<file path="src/bmsd_defs.vh">
`ifndef BMSD_DEFS_VH
`define BMSD_DEFS_VH
// Host address width (segments 0 and 1)
`define BMSD_ADDR_W 17
// Memory page control register
`define BMSD_PAGE_RESET 8'h00
`define BMSD_EXE_SRC_BIT 6
// Decode ranges
`define BMSD_BOOT_LO_FIRST 17'h00000
`define BMSD_BOOT_LO_LAST 17'h01fff
`define BMSD_BOOT_HI_FIRST 17'h02000
`define BMSD_BOOT_HI_LAST 17'h03fff
`define BMSD_MAIN_FIRST 17'h10000
`define BMSD_MAIN_LAST 17'h1ffff
`define BMSD_EXEC_FIRST 17'h00000
`define BMSD_EXEC_LAST 17'h03fff
// Page register width
`define BMSD_PAGE_W 8
// Test port and bus connection state out of reset
`define BMSD_TEST_PORT_RESET 1'b1
`define BMSD_BUS_CONN_RESET 1'b1
// Memory areas reachable through the test port
`define BMSD_AREA_COUNT 4
`endif

</file>
<file path="src/bmsd_swap_decoder.v">
`timescale 1ns/1ps
`include "bmsd_defs.vh"
module bmsd_swap_decoder (
   input wire clk,
   input wire rst_b,
   input wire [`BMSD_ADDR_W-1:0] host_addr,
   input wire host_addr_valid,
   input wire page_wr,
   input wire page_rd,
   input wire [7:0] page_wdata,
   input wire test_port_disable,
   input wire test_prog_active,
   input wire [1:0] test_area,
   input wire test_area_wr,
   output reg [7:0] page_rdata_q,
   output reg boot_area_select_lo_q,
   output reg boot_area_select_hi_q,
   output reg main_sector_zero_select_q,
   output reg test_port_enabled_q,
   output reg bus_connected_q,
   output reg [3:0] test_area_wr_q
);

   // Map modes of the swap bit
   localparam [0:0] MAP_BOOT = 1'b0;
   localparam [0:0] MAP_MAIN = 1'b1;

   // Page register and its next value
   reg [7:0] memory_page_control_q;
   wire [7:0] page_d;
   // Host access qualifiers
   reg host_on_bus;
   reg page_wr_ok;
   reg page_rd_ok;
   reg fetch_ok;
   // Swap input and current map mode
   reg exe_src;
   reg map_mode;
   // Range bound terms
   reg boot_lo_above;
   reg boot_lo_below;
   reg boot_hi_above;
   reg boot_hi_below;
   reg main_above;
   reg main_below;
   reg exec_above;
   reg exec_below;
   // Range hits
   reg in_boot_lo;
   reg in_boot_hi;
   reg in_main;
   reg in_exec;
   // Select next values
   reg sel_lo_d;
   reg sel_hi_d;
   reg sel_main_d;
   // Read back next value
   reg [7:0] page_rdata_d;
   // Test port next values
   reg test_port_enabled_d;
   reg bus_connected_d;
   // Test port write decode
   reg prog_ok;
   reg [3:0] area_onehot;
   // Area strobe next values
   wire [3:0] test_area_wr_d;
   // Generate indices
   genvar gb;
   genvar gi;

   // Device sits on the host bus only outside test programming
   always @* begin
      host_on_bus = bus_connected_q && !test_prog_active;
   end

   // Page accesses refused while off the bus
   always @* begin
      page_wr_ok = host_on_bus && page_wr;
      page_rd_ok = host_on_bus && page_rd;
   end

   // Fetch cycles decoded only while on the bus
   always @* begin
      fetch_ok = host_on_bus && host_addr_valid;
   end

   // Page register next value, one bit at a time
   generate
      for (gb = 0; gb < `BMSD_PAGE_W; gb = gb + 1) begin : g_page_bit
         assign page_d[gb] = page_wr_ok ?
            page_wdata[gb] :
            memory_page_control_q[gb];
      end
   endgenerate

   // Page register, cleared so the first fetches hit the boot area
   always @(posedge clk) begin
      if (!rst_b) begin
         memory_page_control_q <= `BMSD_PAGE_RESET;
      end else begin
         memory_page_control_q <= page_d;
      end
   end

   // Swap bit from the next value so a write steers its own fetch
   always @* begin
      exe_src = page_d[`BMSD_EXE_SRC_BIT];
   end

   // Map mode follows the swap bit
   always @* begin
      if (exe_src) begin
         map_mode = MAP_MAIN;
      end else begin
         map_mode = MAP_BOOT;
      end
   end

   // Low boot area bounds
   always @* begin
      boot_lo_above = (host_addr >= `BMSD_BOOT_LO_FIRST);
      boot_lo_below = (host_addr <= `BMSD_BOOT_LO_LAST);
      in_boot_lo = boot_lo_above && boot_lo_below;
   end

   // High boot area bounds
   always @* begin
      boot_hi_above = (host_addr >= `BMSD_BOOT_HI_FIRST);
      boot_hi_below = (host_addr <= `BMSD_BOOT_HI_LAST);
      in_boot_hi = boot_hi_above && boot_hi_below;
   end

   // Sector zero home range bounds
   always @* begin
      main_above = (host_addr >= `BMSD_MAIN_FIRST);
      main_below = (host_addr <= `BMSD_MAIN_LAST);
      in_main = main_above && main_below;
   end

   // Execution range bounds
   always @* begin
      exec_above = (host_addr >= `BMSD_EXEC_FIRST);
      exec_below = (host_addr <= `BMSD_EXEC_LAST);
      in_exec = exec_above && exec_below;
   end

   // Boot area selects live only in the boot map
   always @* begin
      sel_lo_d = 1'b0;
      sel_hi_d = 1'b0;
      case (map_mode)
         MAP_BOOT: begin
            sel_lo_d = fetch_ok && in_boot_lo;
            sel_hi_d = fetch_ok && in_boot_hi;
         end
         MAP_MAIN: begin
            sel_lo_d = 1'b0;
            sel_hi_d = 1'b0;
         end
         default: begin
            sel_lo_d = 1'b0;
            sel_hi_d = 1'b0;
         end
      endcase
   end

   // Sector zero moves to the execution range; its select never overlaps the boot selects
   always @* begin
      sel_main_d = 1'b0;
      case (map_mode)
         MAP_BOOT: begin
            sel_main_d = fetch_ok && in_main;
         end
         MAP_MAIN: begin
            sel_main_d = fetch_ok && in_exec;
         end
         default: begin
            sel_main_d = 1'b0;
         end
      endcase
   end

   // Low boot select flop
   always @(posedge clk) begin
      if (!rst_b) begin
         boot_area_select_lo_q <= 1'b0;
      end else begin
         boot_area_select_lo_q <= sel_lo_d;
      end
   end

   // High boot select flop
   always @(posedge clk) begin
      if (!rst_b) begin
         boot_area_select_hi_q <= 1'b0;
      end else begin
         boot_area_select_hi_q <= sel_hi_d;
      end
   end

   // Sector zero select flop
   always @(posedge clk) begin
      if (!rst_b) begin
         main_sector_zero_select_q <= 1'b0;
      end else begin
         main_sector_zero_select_q <= sel_main_d;
      end
   end

   // Read data holds until the next accepted read
   always @* begin
      if (page_rd_ok) begin
         page_rdata_d = memory_page_control_q;
      end else begin
         page_rdata_d = page_rdata_q;
      end
   end

   // Read data flop
   always @(posedge clk) begin
      if (!rst_b) begin
         page_rdata_q <= `BMSD_PAGE_RESET;
      end else begin
         page_rdata_q <= page_rdata_d;
      end
   end

   // Test port stays on until a disable pulse
   always @* begin
      if (test_port_disable) begin
         test_port_enabled_d = 1'b0;
      end else begin
         test_port_enabled_d = test_port_enabled_q;
      end
   end

   // Test port flop, on out of reset
   always @(posedge clk) begin
      if (!rst_b) begin
         test_port_enabled_q <= `BMSD_TEST_PORT_RESET;
      end else begin
         test_port_enabled_q <= test_port_enabled_d;
      end
   end

   // Device leaves the host bus while programming runs with the test port on
   always @* begin
      bus_connected_d = 1'b1;
      if (test_prog_active && test_port_enabled_q) begin
         bus_connected_d = 1'b0;
      end
   end

   // Bus connection flop
   always @(posedge clk) begin
      if (!rst_b) begin
         bus_connected_q <= `BMSD_BUS_CONN_RESET;
      end else begin
         bus_connected_q <= bus_connected_d;
      end
   end

   // Test port writes need the port on and programming running
   always @* begin
      prog_ok = test_port_enabled_q && test_prog_active;
   end

   // One-hot form of the requested area
   always @* begin
      area_onehot = 4'h1 << test_area;
   end

   // Per area write strobes: logic, config, main flash, secondary flash
   generate
      for (gi = 0; gi < `BMSD_AREA_COUNT; gi = gi + 1) begin : g_area
         assign test_area_wr_d[gi] = prog_ok && test_area_wr && area_onehot[gi];
         always @(posedge clk) begin
            if (!rst_b) begin
               test_area_wr_q[gi] <= 1'b0;
            end else begin
               test_area_wr_q[gi] <= test_area_wr_d[gi];
            end
         end
      end
   endgenerate

endmodule

</file>
<file path="config.mk">
export PLATFORM = sky130hd
export DESIGN_NAME = bmsd_swap_decoder
export DESIGN_NICKNAME = d
export VERILOG_FILES = /design/src/bmsd_swap_decoder.v
export VERILOG_INCLUDE_DIRS = /design/src
export SDC_FILE = /design/constraint.sdc
export NUM_CORES = 1
export LEC_CHECK = 0
export CAP_MARGIN = 20
export CORE_MARGIN = 8
export CORE_UTILIZATION = 55
export CTS_CLUSTER_SIZE = 12
export DETAILED_ROUTE_END_ITERATION = 10
export DONT_BUFFER_PORTS = 1
export GPL_TIMING_DRIVEN = 0
export PLACE_DENSITY = 0.78
export SLEW_MARGIN = 20
export SYNTH_ARGS = -nofsm -noshare
export SYNTH_HDL_FRONTEND = slang
export SYNTH_SLANG_ARGS = --single-unit
</file>
<file path="constraint.sdc">
create_clock -name clk -period 3 [get_ports clk]
set_input_delay 0.45 -clock clk [delete_from_list [all_inputs] [get_ports clk]]
set_output_delay 0.45 -clock clk [all_outputs]
set_load 0.05 [all_outputs]
</file>
# Yosys cells after proc, flatten, opt, wreduce, memory -nomap -nowiden
# Cells that the tools add are included.
# word_totals
elab_cells	45
register_bits	25
mem_bits_rw	0
memories	0
in_bits	35
out_inout_bits	17
rom_bits	0
latchBits	0
# op_classes
div	0
addsub	0
n_eq_ne	0
mul	0
n_reduce_logical	19
bitwise	1
n_shift	1
magnitude_cmp	6
n_mux	6
# op_table
operator	count
1-bit logical AND	18
17-bit by 1-bit >= comparator with 1-bit output (second input constant)	1
17-bit by 14-bit >= comparator with 1-bit output (second input constant)	1
17-bit >= comparator (second input constant)	1
17-bit by 13-bit less-or-equal comparator with 1-bit output (second input constant)	1
17-bit by 14-bit less-or-equal comparator with 1-bit output (second input constant)	1
17-bit less-or-equal comparator (second input constant)	1
1-bit case mux with 2 select lines	3
1-bit by 2-bit << shifter with 4-bit output (first input constant)	1
1-bit 2-to-1 mux	3
1-bit logical NOT	1
1-bit inverter	1

# Longest topological paths before layout
# Gate-level depths: netlist of the first run.
# logic_depth
depth_word	7
mapped_depth	4
mapped_depth_nobuf	3

# Worst setup path before layout of the first run
# Ideal clock, no wire load.
# synth_timing
path_kind	register to register
startpoint	register bus_connected_q
endpoint	register memory_page_control_q[6]
arrival_time_ns	1.481
path_buffers	1
t_required_ns	2.885
path_slack_ns	1.404
synth_period_minus_slack_ns	1.596
stages_incl_launch_ff	5
path_cell_list	dfxtp_1 -> and3b_1 -> buf_6 -> mux2_4 -> and2_1
# synth_between
elab_chain_len	3
# synth_rtl
item	line_no	source
start, declared	bmsd_swap_decoder.v:20	output reg bus_connected_q,
start signal, assigned	bmsd_swap_decoder.v:257	bus_connected_q <= `BMSD_BUS_CONN_RESET;
start signal, assigned	bmsd_swap_decoder.v:259	bus_connected_q <= bus_connected_d;
1-bit logical AND	bmsd_swap_decoder.v:73	host_on_bus = bus_connected_q && !test_prog_active;
1-bit logical AND	bmsd_swap_decoder.v:78	page_wr_ok = host_on_bus && page_wr;
1-bit 2-to-1 mux	bmsd_swap_decoder.v:90	assign page_d[gb] = page_wr_ok ?
end signal, assigned	bmsd_swap_decoder.v:99	memory_page_control_q <= `BMSD_PAGE_RESET;
end signal, assigned	bmsd_swap_decoder.v:101	memory_page_control_q <= page_d;
end, declared	bmsd_swap_decoder.v:29	reg [7:0] memory_page_control_q;
# Every way passes these cells.
# A chain may end at the register's enable or synchronous reset.

# Worst setup path in the final report of the first run
# Same ends and word-level chain as after synthesis.

==> results list, run 1 <==
* Initial core utilization: 55.96%
- Dividing the detail-routed via count by the number of cells gives 5.681.
* Layout cell share with drive strength beyond 1: 6.250%
* Critical path type: flip-flop to flip-flop
- Horizontal die dimension: 57.23 um
* Utilization after layout: 58.80%
- Entering global routing, the biggest net connects 14 pins.
* Seq/Total Area, Yosys: 53.55%
* Maximum count of clock buffers along a single path: 2
- The worst-case IR drop observed on VDD is 0.3162 mV.
- The count of buffers added on input and output ports is 0.
- Among all flip-flop cells after synthesis, the most frequent one is dfxtp_1.
- Setup violations remaining at the end of the flow were counted as 0.
* Fraction of synthesized cell area taken by the top area cell type: 53.55%
- Total of cells resized after clock tree synthesis: 0
- Chip height: 57.23 um
- Of the available clock period, the critical path in the final layout requires 56.68%.
- R2R setup slack: 1.30 ns
- The number of antenna violations at the first check in global routing was 0.
- All-layer global routing usage: 11.42%
* Worst hold path type: input pin to flip-flop
- The average instance in the mapped netlist occupies 10.16 um2.
* Most area-hungry cell type in the Yosys netlist: dfxtp_1
- Clock share of power: 25.8%
- For this run the aggregate overflow at the end of global routing stands at 0.
- Yosys mapped the design onto 24 distinct sky130hd cell types.
- At the pin with the least slew margin, the transition time is 0.5957 ns.
- The core region is 0.001670 mm2.
* Number of antenna repair diodes: 0
* EDFF count, synth: 0
* Post-Syn Instances: 92
* NumNets Final: 132
- Post-CTS setup buffers: 0
- CTS saw 25 sinks.
- The area growth from synthesis to layout is 5.087%.
- Worst EP required: 3.21 ns
- The tool flagged a number of max-cap violations equal to 0.
* Num rows: 15
- Total power for the finished layout comes to 0.5360 mW.
* Ranking of synthesized cells by area: dfxtp_1 (54%), mux2i_1 (9.6%), nand2_1 (6.4%), a21boi_0 (5.6%), nor2b_1 (5.4%)
- The share of total power dissipated in sequential elements is 67.6%.
* Multi-input combinational cell area: 402.9 um2
- Cell internal pwr: 0.4108 mW
- Clock tree skew after final layout: 0.004692 ns
- Cell type of the slowest stage on the worst timing path: dfxtp_1
* Max frequency: 588.1 MHz
- The flow ran to the end, and the final reports show no timing, DRC or antenna violations.
- TritonCTS clock tree: built
* Post-synthesis sequential element count: 25
* Time the worst path needs with I/O delays and setup: 1.701 ns
- After detailed routing, the number of remaining DRC violations is 0.
- Async set or reset register ratio after synthesis: 0%
* Number of max-slew violations in the final report: 0
- Summing over every cut layer, the via total after detailed routing is 642.
- In this run, the number of DRC markers left after iteration 0 of detailed routing was 15.
- The worst setup path is captured at a flip-flop.
- The cell sitting at the root of the clock tree is a clkbuf_4.
- Num ports: 52
* Insertion delay to the later sink of the worst-skew pair: 0.30 ns
- The number of clock buffers added by TritonCTS is 3.
- Number of search-and-repair iterations in the first detailed-routing pass: 4
* Switching power total: 0.1253 mW
* Half-perimeter wire length after placement: 1.387 mm
- Remaining antenna violation count: 0
- After detailed routing, the average wire length per cell comes to 15.87 um.
* Final setup TNS: 0 ns
* H-tree Lvls: 1
* Clock transition time at the flip-flop clock pins of the worst setup and hold paths: 0.12 ns
- CP arrival: 1.91 ns
- Sequential standard cell area: 500.5 um2
- The via count of the first global-routing pass was 665.
* Total power density per cell area: 545.8 mW/mm2
* Post-Syn Area: 934.6 um2
- Net count after synthesis: 127
- STA classifies the critical path startpoint as a flip-flop.
- The number of hold-slack violations in the final timing report came to 0.
- Largest fanout of any net on the critical path: 10
- Weighted congestion at the end of routability-driven global placement: 0.6752
- Synth Warn #: 0
- The first global-routing pass estimated 2.953 mm of wire.
- Setup repair after global routing left no endpoint under its margin.
* Peak per-stage delay on the critical path: 0.72 ns
* Wire length reported by the detailed router: 1.793 mm
* Combinational share of power: 6.5%
- In this run the static leakage power is 0.3957 nW.
- The die covers 0.003275 mm2.
- Switching Fraction: 23.37%
- Filler instances: 149
* Headroom to the max-slew limit: 60.23%
- Number of hold buffers added after cts: 0
* Sequence of cells on the critical path: and3b_1, buf_6, mux2_4, and2_1
==> per-stage QoR <==
stage	worst slack (ns)	instance area, um2	cells	hold slack, ns
final	1.299	982.2	113	0.2054
after global routing	1.232	982.2	113	0.1725
after CTS	1.287	982.2	113	0.1914
after detailed placement	1.308	955.9	109	0.4557
after global placement	1.326	955.9	109	0.4504
after floorplan	1.404	934.6	92	0.4428
==> cell families (layout without fill, tap and decap cells) <==
family / count (synthesis) / in the layout / share of synthesized area (%)
AOI/OAI and AO/OA: 9 / 9 / 6.827
buffers and inverters: 6 / 10 / 3.347
DFF: 25 / 25 / 53.55
muxes: 10 / 10 / 11.24
and+or+nand+nor: 42 / 42 / 25.04
==> layer usage <==
layer / part of all wire (%) / vias up / wire length (um) / global-route usage, %
met4: 0.67 / 0 / 12 / 4.286
met2: 49 / 27 / 887 / 18.36
li1: - / 319 / - / -
met3: 13 / 2 / 235 / 6.502
met1: 37 / 294 / 658 / 12.11
met5: 0 / - / 0 / 0
==> placed cells by master, fill, tap and decap left out, types with 2 or more instances in the layout <==
master and n:
dfxtp_1 25, nand2_1 16, mux2i_1 9, nor2b_1 8, a21boi_0 7, nand3b_1 4
clkbuf_1 3, clkbuf_4 3, nor3_1 2, inv_1 2, nor4b_1 2, nor2_1 2
==> power by group through the flow <==
stage	clock network (mW)	registers, mW	logic [mW]
global placement	0	0.370	0.0346
detailed placement	0	0.370	0.0358
finish	0.138	0.363	0.0350
CTS	0.145	0.363	0.0357
floorplan	0	0.369	0.0296
global route	0.161	0.365	0.0395
==> layout make-up <==
type | instances | share of cell area (%)
multi-input cells | 61 | 41.02
well taps | 17 | 2.166
clock buffers | 4 | 2.675
inverters | 2 | 0.7643
flip-flops and latches | 25 | 50.96
plain buffers | 4 | 2.420
==> Yosys cell counts, types with 2 or more instances <==
cell type / number
nand3b_1: 4
nand2_1: 16
dfxtp_1: 25
nor2_1: 2
a21boi_0: 7
inv_1: 2
nor4b_1: 2
nor2b_1: 8
clkbuf_1: 2
mux2i_1: 9
nor3_1: 2
==> final timing paths <==
check,start,to,depth (start not counted)
setup / recovery,bus_connected_q,memory_page_control_q[6],4
hold / removal,test_area[1],test_area_wr_q[1],1
setup reg to reg,bus_connected_q,memory_page_control_q[6],4
hold reg to reg,memory_page_control_q[0],memory_page_control_q[0],2
==> flip-flops by register name (all words and copies together), names as in the netlist <==
| name | flops |
|---|---|
| memory_page_control_q | 8 |
| page_rdata_q | 8 |
| test_area_wr_q | 4 |
| boot_area_select_hi_q | 1 |
| boot_area_select_lo_q | 1 |
| bus_connected_q | 1 |
| main_sector_zero_select_q | 1 |
| test_port_enabled_q | 1 |
==> worst max-delay path: cells and delay by family (launching register included) <==
| kind | cells | cell delay, ns |
|---|---|---|
| DFF | 1 | 0.72 |
| muxes | 1 | 0.31 |
| and+or+nand+nor | 2 | 0.42 |
| buffers and inverters | 1 | 0.15 |
No activity file was read; power rests on OpenSTA's default activity.
==> inputs of run 2 (changes only) <==
--- a/config.mk
+++ b/config.mk
@@ -8,12 +8,12 @@
 export LEC_CHECK = 0
 export CAP_MARGIN = 20
 export CORE_MARGIN = 8
-export CORE_UTILIZATION = 55
+export CORE_UTILIZATION = 53
 export CTS_CLUSTER_SIZE = 12
 export DETAILED_ROUTE_END_ITERATION = 10
 export DONT_BUFFER_PORTS = 1
 export GPL_TIMING_DRIVEN = 0
-export PLACE_DENSITY = 0.78
+export PLACE_DENSITY = 0.79
 export SLEW_MARGIN = 20
 export SYNTH_ARGS = -nofsm -noshare
 export SYNTH_HDL_FRONTEND = slang
==> constraint.sdc (replaced) <==
create_clock -name clk -period 1.5 [get_ports clk]
set_input_delay 0.225 -clock clk [delete_from_list [all_inputs] [get_ports clk]]
set_output_delay 0.225 -clock clk [all_outputs]
set_load 0.05 [all_outputs]
==> run 2 against run 1 <==
Net effect:
- die area rose by 2.7%
- sequential share of layout area is 2.9 points lower
- core utilization is 3.3 points higher
==> results list, run 2 (synthesis gave the netlist of run 1 again) <==
* Final hold violation count: 0
- During I/O placement, the number of pins put on the boundary was 52.
- The via count of the first global-routing pass came to 690.
* Layout cell share with drive strength beyond 1: 7.843%
- The longest clock path from root to sink contains 2 buffers.
* Number of max-slew violations in the final report: 0
* Die Footprint: 0.003363 mm2
* Final setup TNS: 0 ns
* Crit path setup slack, layout: 0.09732 ns
* Depth of the worst register-to-register path: 4
- The floorplan has 15 rows.
- Result of the run: finished, final reports clean
- Across the routed clock network, the largest skew measured is 0.003574 ns.
* Unrepaired setup endpoints after global routing: no
- For this run, the total global-route usage over all layers was measured as 12.14%.
* Clock transition time at the flip-flop clock pins of the worst setup and hold paths: 0.14 ns
- NumNets Final: 138
- Routed vias: 664
- Largest fanout of any net on the critical path: 10
- The critical path in this run is classified as flip-flop to flip-flop.
- In this run the tightest slew margin relative to its limit is 62.73%.
- Clock root cell: clkbuf_4
* Chip height: 58.00 um
* Number of search-and-repair iterations in the first detailed-routing pass: 3
- Routability-driven placement finished with a final weighted congestion of 0.7019.
- Data arrives at the worst endpoint at 1.65 ns.
* Global-route wire length before repair: 3.063 mm
- Most used cells in the layout excluding fill and tap cells: dfxtp_1 (24), nand2_1 (16), mux2i_1 (9)
* Post-synthesis to final-layout area growth: 12.32%
- After floorplanning, the core was sized to cover 0.001689 mm2.
- The number of antenna violations at the first check in global routing was 0.
- Port Buffers: 0
- The routed design could run at a clock period as short as 1.403 ns.
- Dividing the final minimum period by the clock period gives 93.51%.
- Total instance count after detailed placement: 109
- Worst setup EP type: flip-flop
* Worst-case setup slack after placement: 0.001454 ns
- Using the TritonRoute via totals, the vias-per-cell ratio works out to 5.580.
- Non-filler instance count after layout: 119
- In this run the number of H-tree levels came out at 1.
* Insertion delay to the later sink of the worst-skew pair: 0.32 ns
- Leakage power: 0.4198 nW
- Leaving out fill and tap cells, the most frequent cell in the layout is dfxtp_1.
* Registers with the most flip-flops: memory_page_control_q (8), page_rdata_q (8), test_area_wr_q (4)
* Hold path cells: 2
* Remaining antenna violation count: 0
- At the worst endpoint, the required time is 1.75 ns.
- IR drop worst, VDD: 0.5298 mV
* Worst hold path type: input pin to flip-flop
- # DRC: 0
* Number of antenna repair diodes: 0
- The routed design has 1.965 mm of wire.
* Number of maximum-capacitance constraint violations: 0
- Startpoint class of the critical path: flip-flop
* Half-perimeter wire length after placement: 1.453 mm
- Number of buffers inserted during clock tree synthesis: 3
* Measured slew at the worst slew-check pin: 0.5583 ns
- Max frequency: 712.9 MHz
- The design draws 1.113 mW.
* Final number of setup-violating endpoints: 0
- Total power density per cell area: 1061 mW/mm2
- The floorplan step set the die width to 58.00 um.
- Overall overflow remaining after global route: 0
- TritonCTS built the clock tree.
* Pin count of the biggest net entering global routing: 16
* Initial core utilization: 55.33%
* Violation count after the first detailed-routing iteration: 6
- TritonCTS sink count: 25
- In the final routed layout, each cell accounts on average for 16.51 um.
==> run 2: cell types whose count changed in the layout (fill, tap and decap cells not counted), sizes merged <==
| cell | delta |
|---|---|
| dlygate4sd3 | +6 |
| clkbuf | -1 |
| clkinvlp | +1 |
==> run 2: critical path, stage by stage (launching register included) <==
cell	delay, ns
dfxtp_4	0.48
and3b_1	0.20
buf_6	0.15
mux2_4	0.32
nor3_1	0.19
==> run 2: worst paths after layout <==
check / start / slack [ns] / endpoint
setup / recovery: bus_connected_q / 0.1 / boot_area_select_hi_q
hold / removal: page_wdata[1] / 0.03 / memory_page_control_q[1]
setup reg to reg: bus_connected_q / 0.1 / boot_area_select_hi_q
hold reg to reg: memory_page_control_q[1] / 0.47 / memory_page_control_q[1]
==> run 2: repair_timing <==
item,4_1_cts,5_1_grt
resized for setup,1,0
hold buffers,5,1
setup buffers,0,0
endpoints found under the hold margin,7,1
endpoints found under the setup margin,1,0
==> run 2: report_power, final <==
part           internal [mW]  switching, mW  leakage, nW  total (mW)
clock                  0.102          0.202       0.0139       0.304
sequential             0.682         0.0428        0.203       0.725
combinational         0.0462         0.0385        0.203      0.0847
==> run 2: stage by stage <==
step	instance area (um2)	hold slack [ns]	util [%]
2_1_floorplan	935.9	0.2965	-
3_3_place_gp	957.2	0.2979	56.67
3_5_place_dp	957.2	0.3055	56.67
4_1_cts	1040	0.01467	61.56
5_1_grt	1050	0.0007842	62.15
6_report	1050	0.02793	62.15
==> run 2: layout make-up <==
cell class              count  area, um2
fillers                   148      639.4
inverters                   2      7.507
clock inverters             1      7.507
well taps                  17      21.27
flip-flops and latches     25      504.2
repair buffers              6      60.06
clock buffers               3      22.52
multi-input cells          61      402.9
plain buffers               4      23.77
==> run 2: routing by layer <==
metal | track usage (%) | wire [um]
met5 | 0 | 0
met4 | 6.294 | 28
met3 | 7.506 | 224
met2 | 21.02 | 1001
met1 | 10.70 | 711
==> inputs of run 3 (changes only) <==
--- a/config.mk
+++ b/config.mk
@@ -13,7 +13,8 @@
 export DETAILED_ROUTE_END_ITERATION = 10
 export DONT_BUFFER_PORTS = 1
 export GPL_TIMING_DRIVEN = 0
-export PLACE_DENSITY = 0.79
+export PLACE_DENSITY = 0.71
+export SETUP_SLACK_MARGIN = 0.3
 export SLEW_MARGIN = 20
 export SYNTH_ARGS = -nofsm -noshare
 export SYNTH_HDL_FRONTEND = slang
==> run 3 against run 2 <==
Net effect:
- sequential power is essentially flat
- non-clock buffer count grew 3
- setup slack gained 0.078 ns
- clock power shrank 3%
- highest routed layer unchanged
- clock skew shrank 0.0025 ns
- sequential share of layout area shrank 1.3 points
==> results list, run 3 (synthesis gave the netlist of run 1 again) <==
- Peak per-stage delay on the critical path: 0.48 ns
- Initial core utilization: 55.33%
- Wire per inst: 16.81 um
- Counting along the longest clock path gives a buffer depth of 2.
- Entering global routing, the biggest net connects 15 pins.
- Post-synthesis to final-layout area growth: 19.54%
- Critical Path Start: bus_connected_q
- Clock-pin slew was measured on the worst setup and hold paths at 0.13 ns.
* # DRC: 0
- Launch instance of the worst register-to-register path: bus_connected_q
- Worst EP required: 1.73 ns
* Total power consumption of the routed design: 1.122 mW
- In this run the most critical hold path is launched from host_addr[13].
- CTS built an H-tree with a depth of 1.
* Headroom to the max-slew limit: 68.18%
* Most common library cell in the layout ignoring fill and taps: dfxtp_2
- Port Buffers: 0
* Worst setup EP type: flip-flop
- For this design the ratio of total power to cell area is 1004 mW/mm2.
* Routed vias: 665
- The clock drives 25 sinks.
* Initial antenna violation count: 0
* Half-perimeter wire length after placement: 1.417 mm
* Overall overflow remaining after global route: 0
- All-layer global routing usage: 12.18%
* Weighted congestion at the end of routability-driven global placement: 0.6962
* Number of buffer and inverter stages on the critical path: 1
* Number of buffers inserted during clock tree synthesis: 3
- The max-slew violation count came to 0.
- On the critical path, the stage with the largest delay is an instance of dfxtp_4.
* Sequence of cells on the critical path: and3b_1, buf_6, mux2_4, and2_4
- Max-cap violations in this run came to 0.
- Clock latency on the worst-skew pair, taken at its later pin, is 0.31 ns.
- Number of global-route vias before repair: 702
- Wire length reported by the detailed router: 2.051 mm
- The worst register-to-register path has a setup slack of 0.18 ns.
* Die Footprint: 0.003363 mm2
- At the pin with the least slew margin, the transition time is 0.4766 ns.
* Num rows: 15
- Across the VDD grid, the largest voltage drop is 0.5396 mV.
* Final cycle utilization of the critical path: 88.31%
- Leakage power: 0.4610 nW
- The first global-routing pass estimated 3.125 mm of wire.
* Worst-case setup slack after placement: 0.1374 ns
* Clock root cell: clkbuf_4
- Core area: 0.001689 mm2
* Worst hold path type: input pin to flip-flop
* Number of search-and-repair iterations in the first detailed-routing pass: 4
- Based on the critical path, the design can be clocked at up to 754.9 MHz.
* Vias per Instance: 5.451
- The detail route stage leaves a number of antenna-violating nets equal to 0.
* Num ports: 52
- Largest fanout of any net on the critical path: 5
- From left edge to right edge, the die measures 58.00 um.
* Crit path setup slack, layout: 0.1753 ns
* Violation count after the first detailed-routing iteration: 10
- NumNets Final: 141
- Clock tree skew after final layout: 0.001069 ns
* Unrepaired setup endpoints after global routing: yes
- Most used cells in the layout excluding fill and tap cells: dfxtp_2 (14), nand2_1 (13), dfxtp_1 (10)
- Layout cell share with drive strength beyond 1: 30.48%
* Final number of setup-violating endpoints: 0
- CP arrival: 1.56 ns
- 0 antenna diodes ended up in the layout.
- In the final layout, the registers with the most flip-flops are memory_page_control_q (8), page_rdata_q (8), test_area_wr_q (4).
- STA classifies the critical path startpoint as a flip-flop.
* Chip height: 58.00 um
- Result of the run: finished, final reports clean
- Time the worst path needs with I/O delays and setup: 1.325 ns
* TritonCTS clock tree: built
- Hold is met by 0.01896 ns.
* Final setup TNS: 0 ns
- Dominant delay contributor by cell family on the critical path: flip-flops
- Critical path type: flip-flop to flip-flop
- The number of hold-slack violations in the final timing report came to 0.
## run 3: changes by cell type in the layout (fill, tap and decap cells not counted), sizes merged
cell / previous run / this run
buf: 2 / 5
clkinvlp: 1 / 0
clkinv: 0 / 1
## run 3: area by class of cell
cell class / instances / area, um2
sequential: 25 / 521.8
inverter: 2 / 7.507
clock buffer: 3 / 22.52
multi-input combinational: 61 / 426.7
buffer: 4 / 26.28
fill: 130 / 571.8
timing repair buffer: 9 / 86.33
clock inverter: 1 / 5.005
tap: 17 / 21.27
## run 3: timing repair
action                                  CTS  global route
endpoints found under the setup margin   19            24
endpoints found under the hold margin     6             1
hold buffers                              5             1
pin swaps                                 1             7
buffers inserted                          2             1
resized for setup                        13            18
## run 3: final timing paths
kind              depth (start not counted)                  endpoint
setup / recovery                          4  memory_page_control_q[6]
hold / removal                            2     boot_area_select_hi_q
setup reg to reg                          4  memory_page_control_q[6]
hold reg to reg                           2  memory_page_control_q[1]
## run 3: through the flow
stage,utilization [%],std cells,cell area [um2]
floorplan,-,92,938.4
global placement,56.81,109,959.7
detailed placement,56.81,109,959.7
CTS,63.56,120,1074
global route,66.15,122,1117
finish,66.15,122,1117
## run 3: layer usage
layer  wire (um)  share of wire (%)  track usage (%)  vias to the layer above
met4          37                1.8            6.294                        0
li1            -                  -                -                      338
met5           0                  0                0                        -
met1         787                 38            12.50                      292
met2         984                 48            19.43                       30
met3         241                 12            6.843                        5
## run 3: power by group
part           leakage [nW]  internal (mW)  switching (mW)  total [mW]
Clock                0.0177         0.0998           0.196       0.295
Sequential            0.209          0.683          0.0435       0.727
Combinational         0.234         0.0561          0.0436      0.0996
## run 3: worst register-to-register path: cells and delay by family (launching register included)
kind                   cells  cell delay (ns)
AND/OR/NAND/NOR            2             0.34
flip-flops                 1             0.48
multiplexers               1             0.31
buffers and inverters      1             0.11
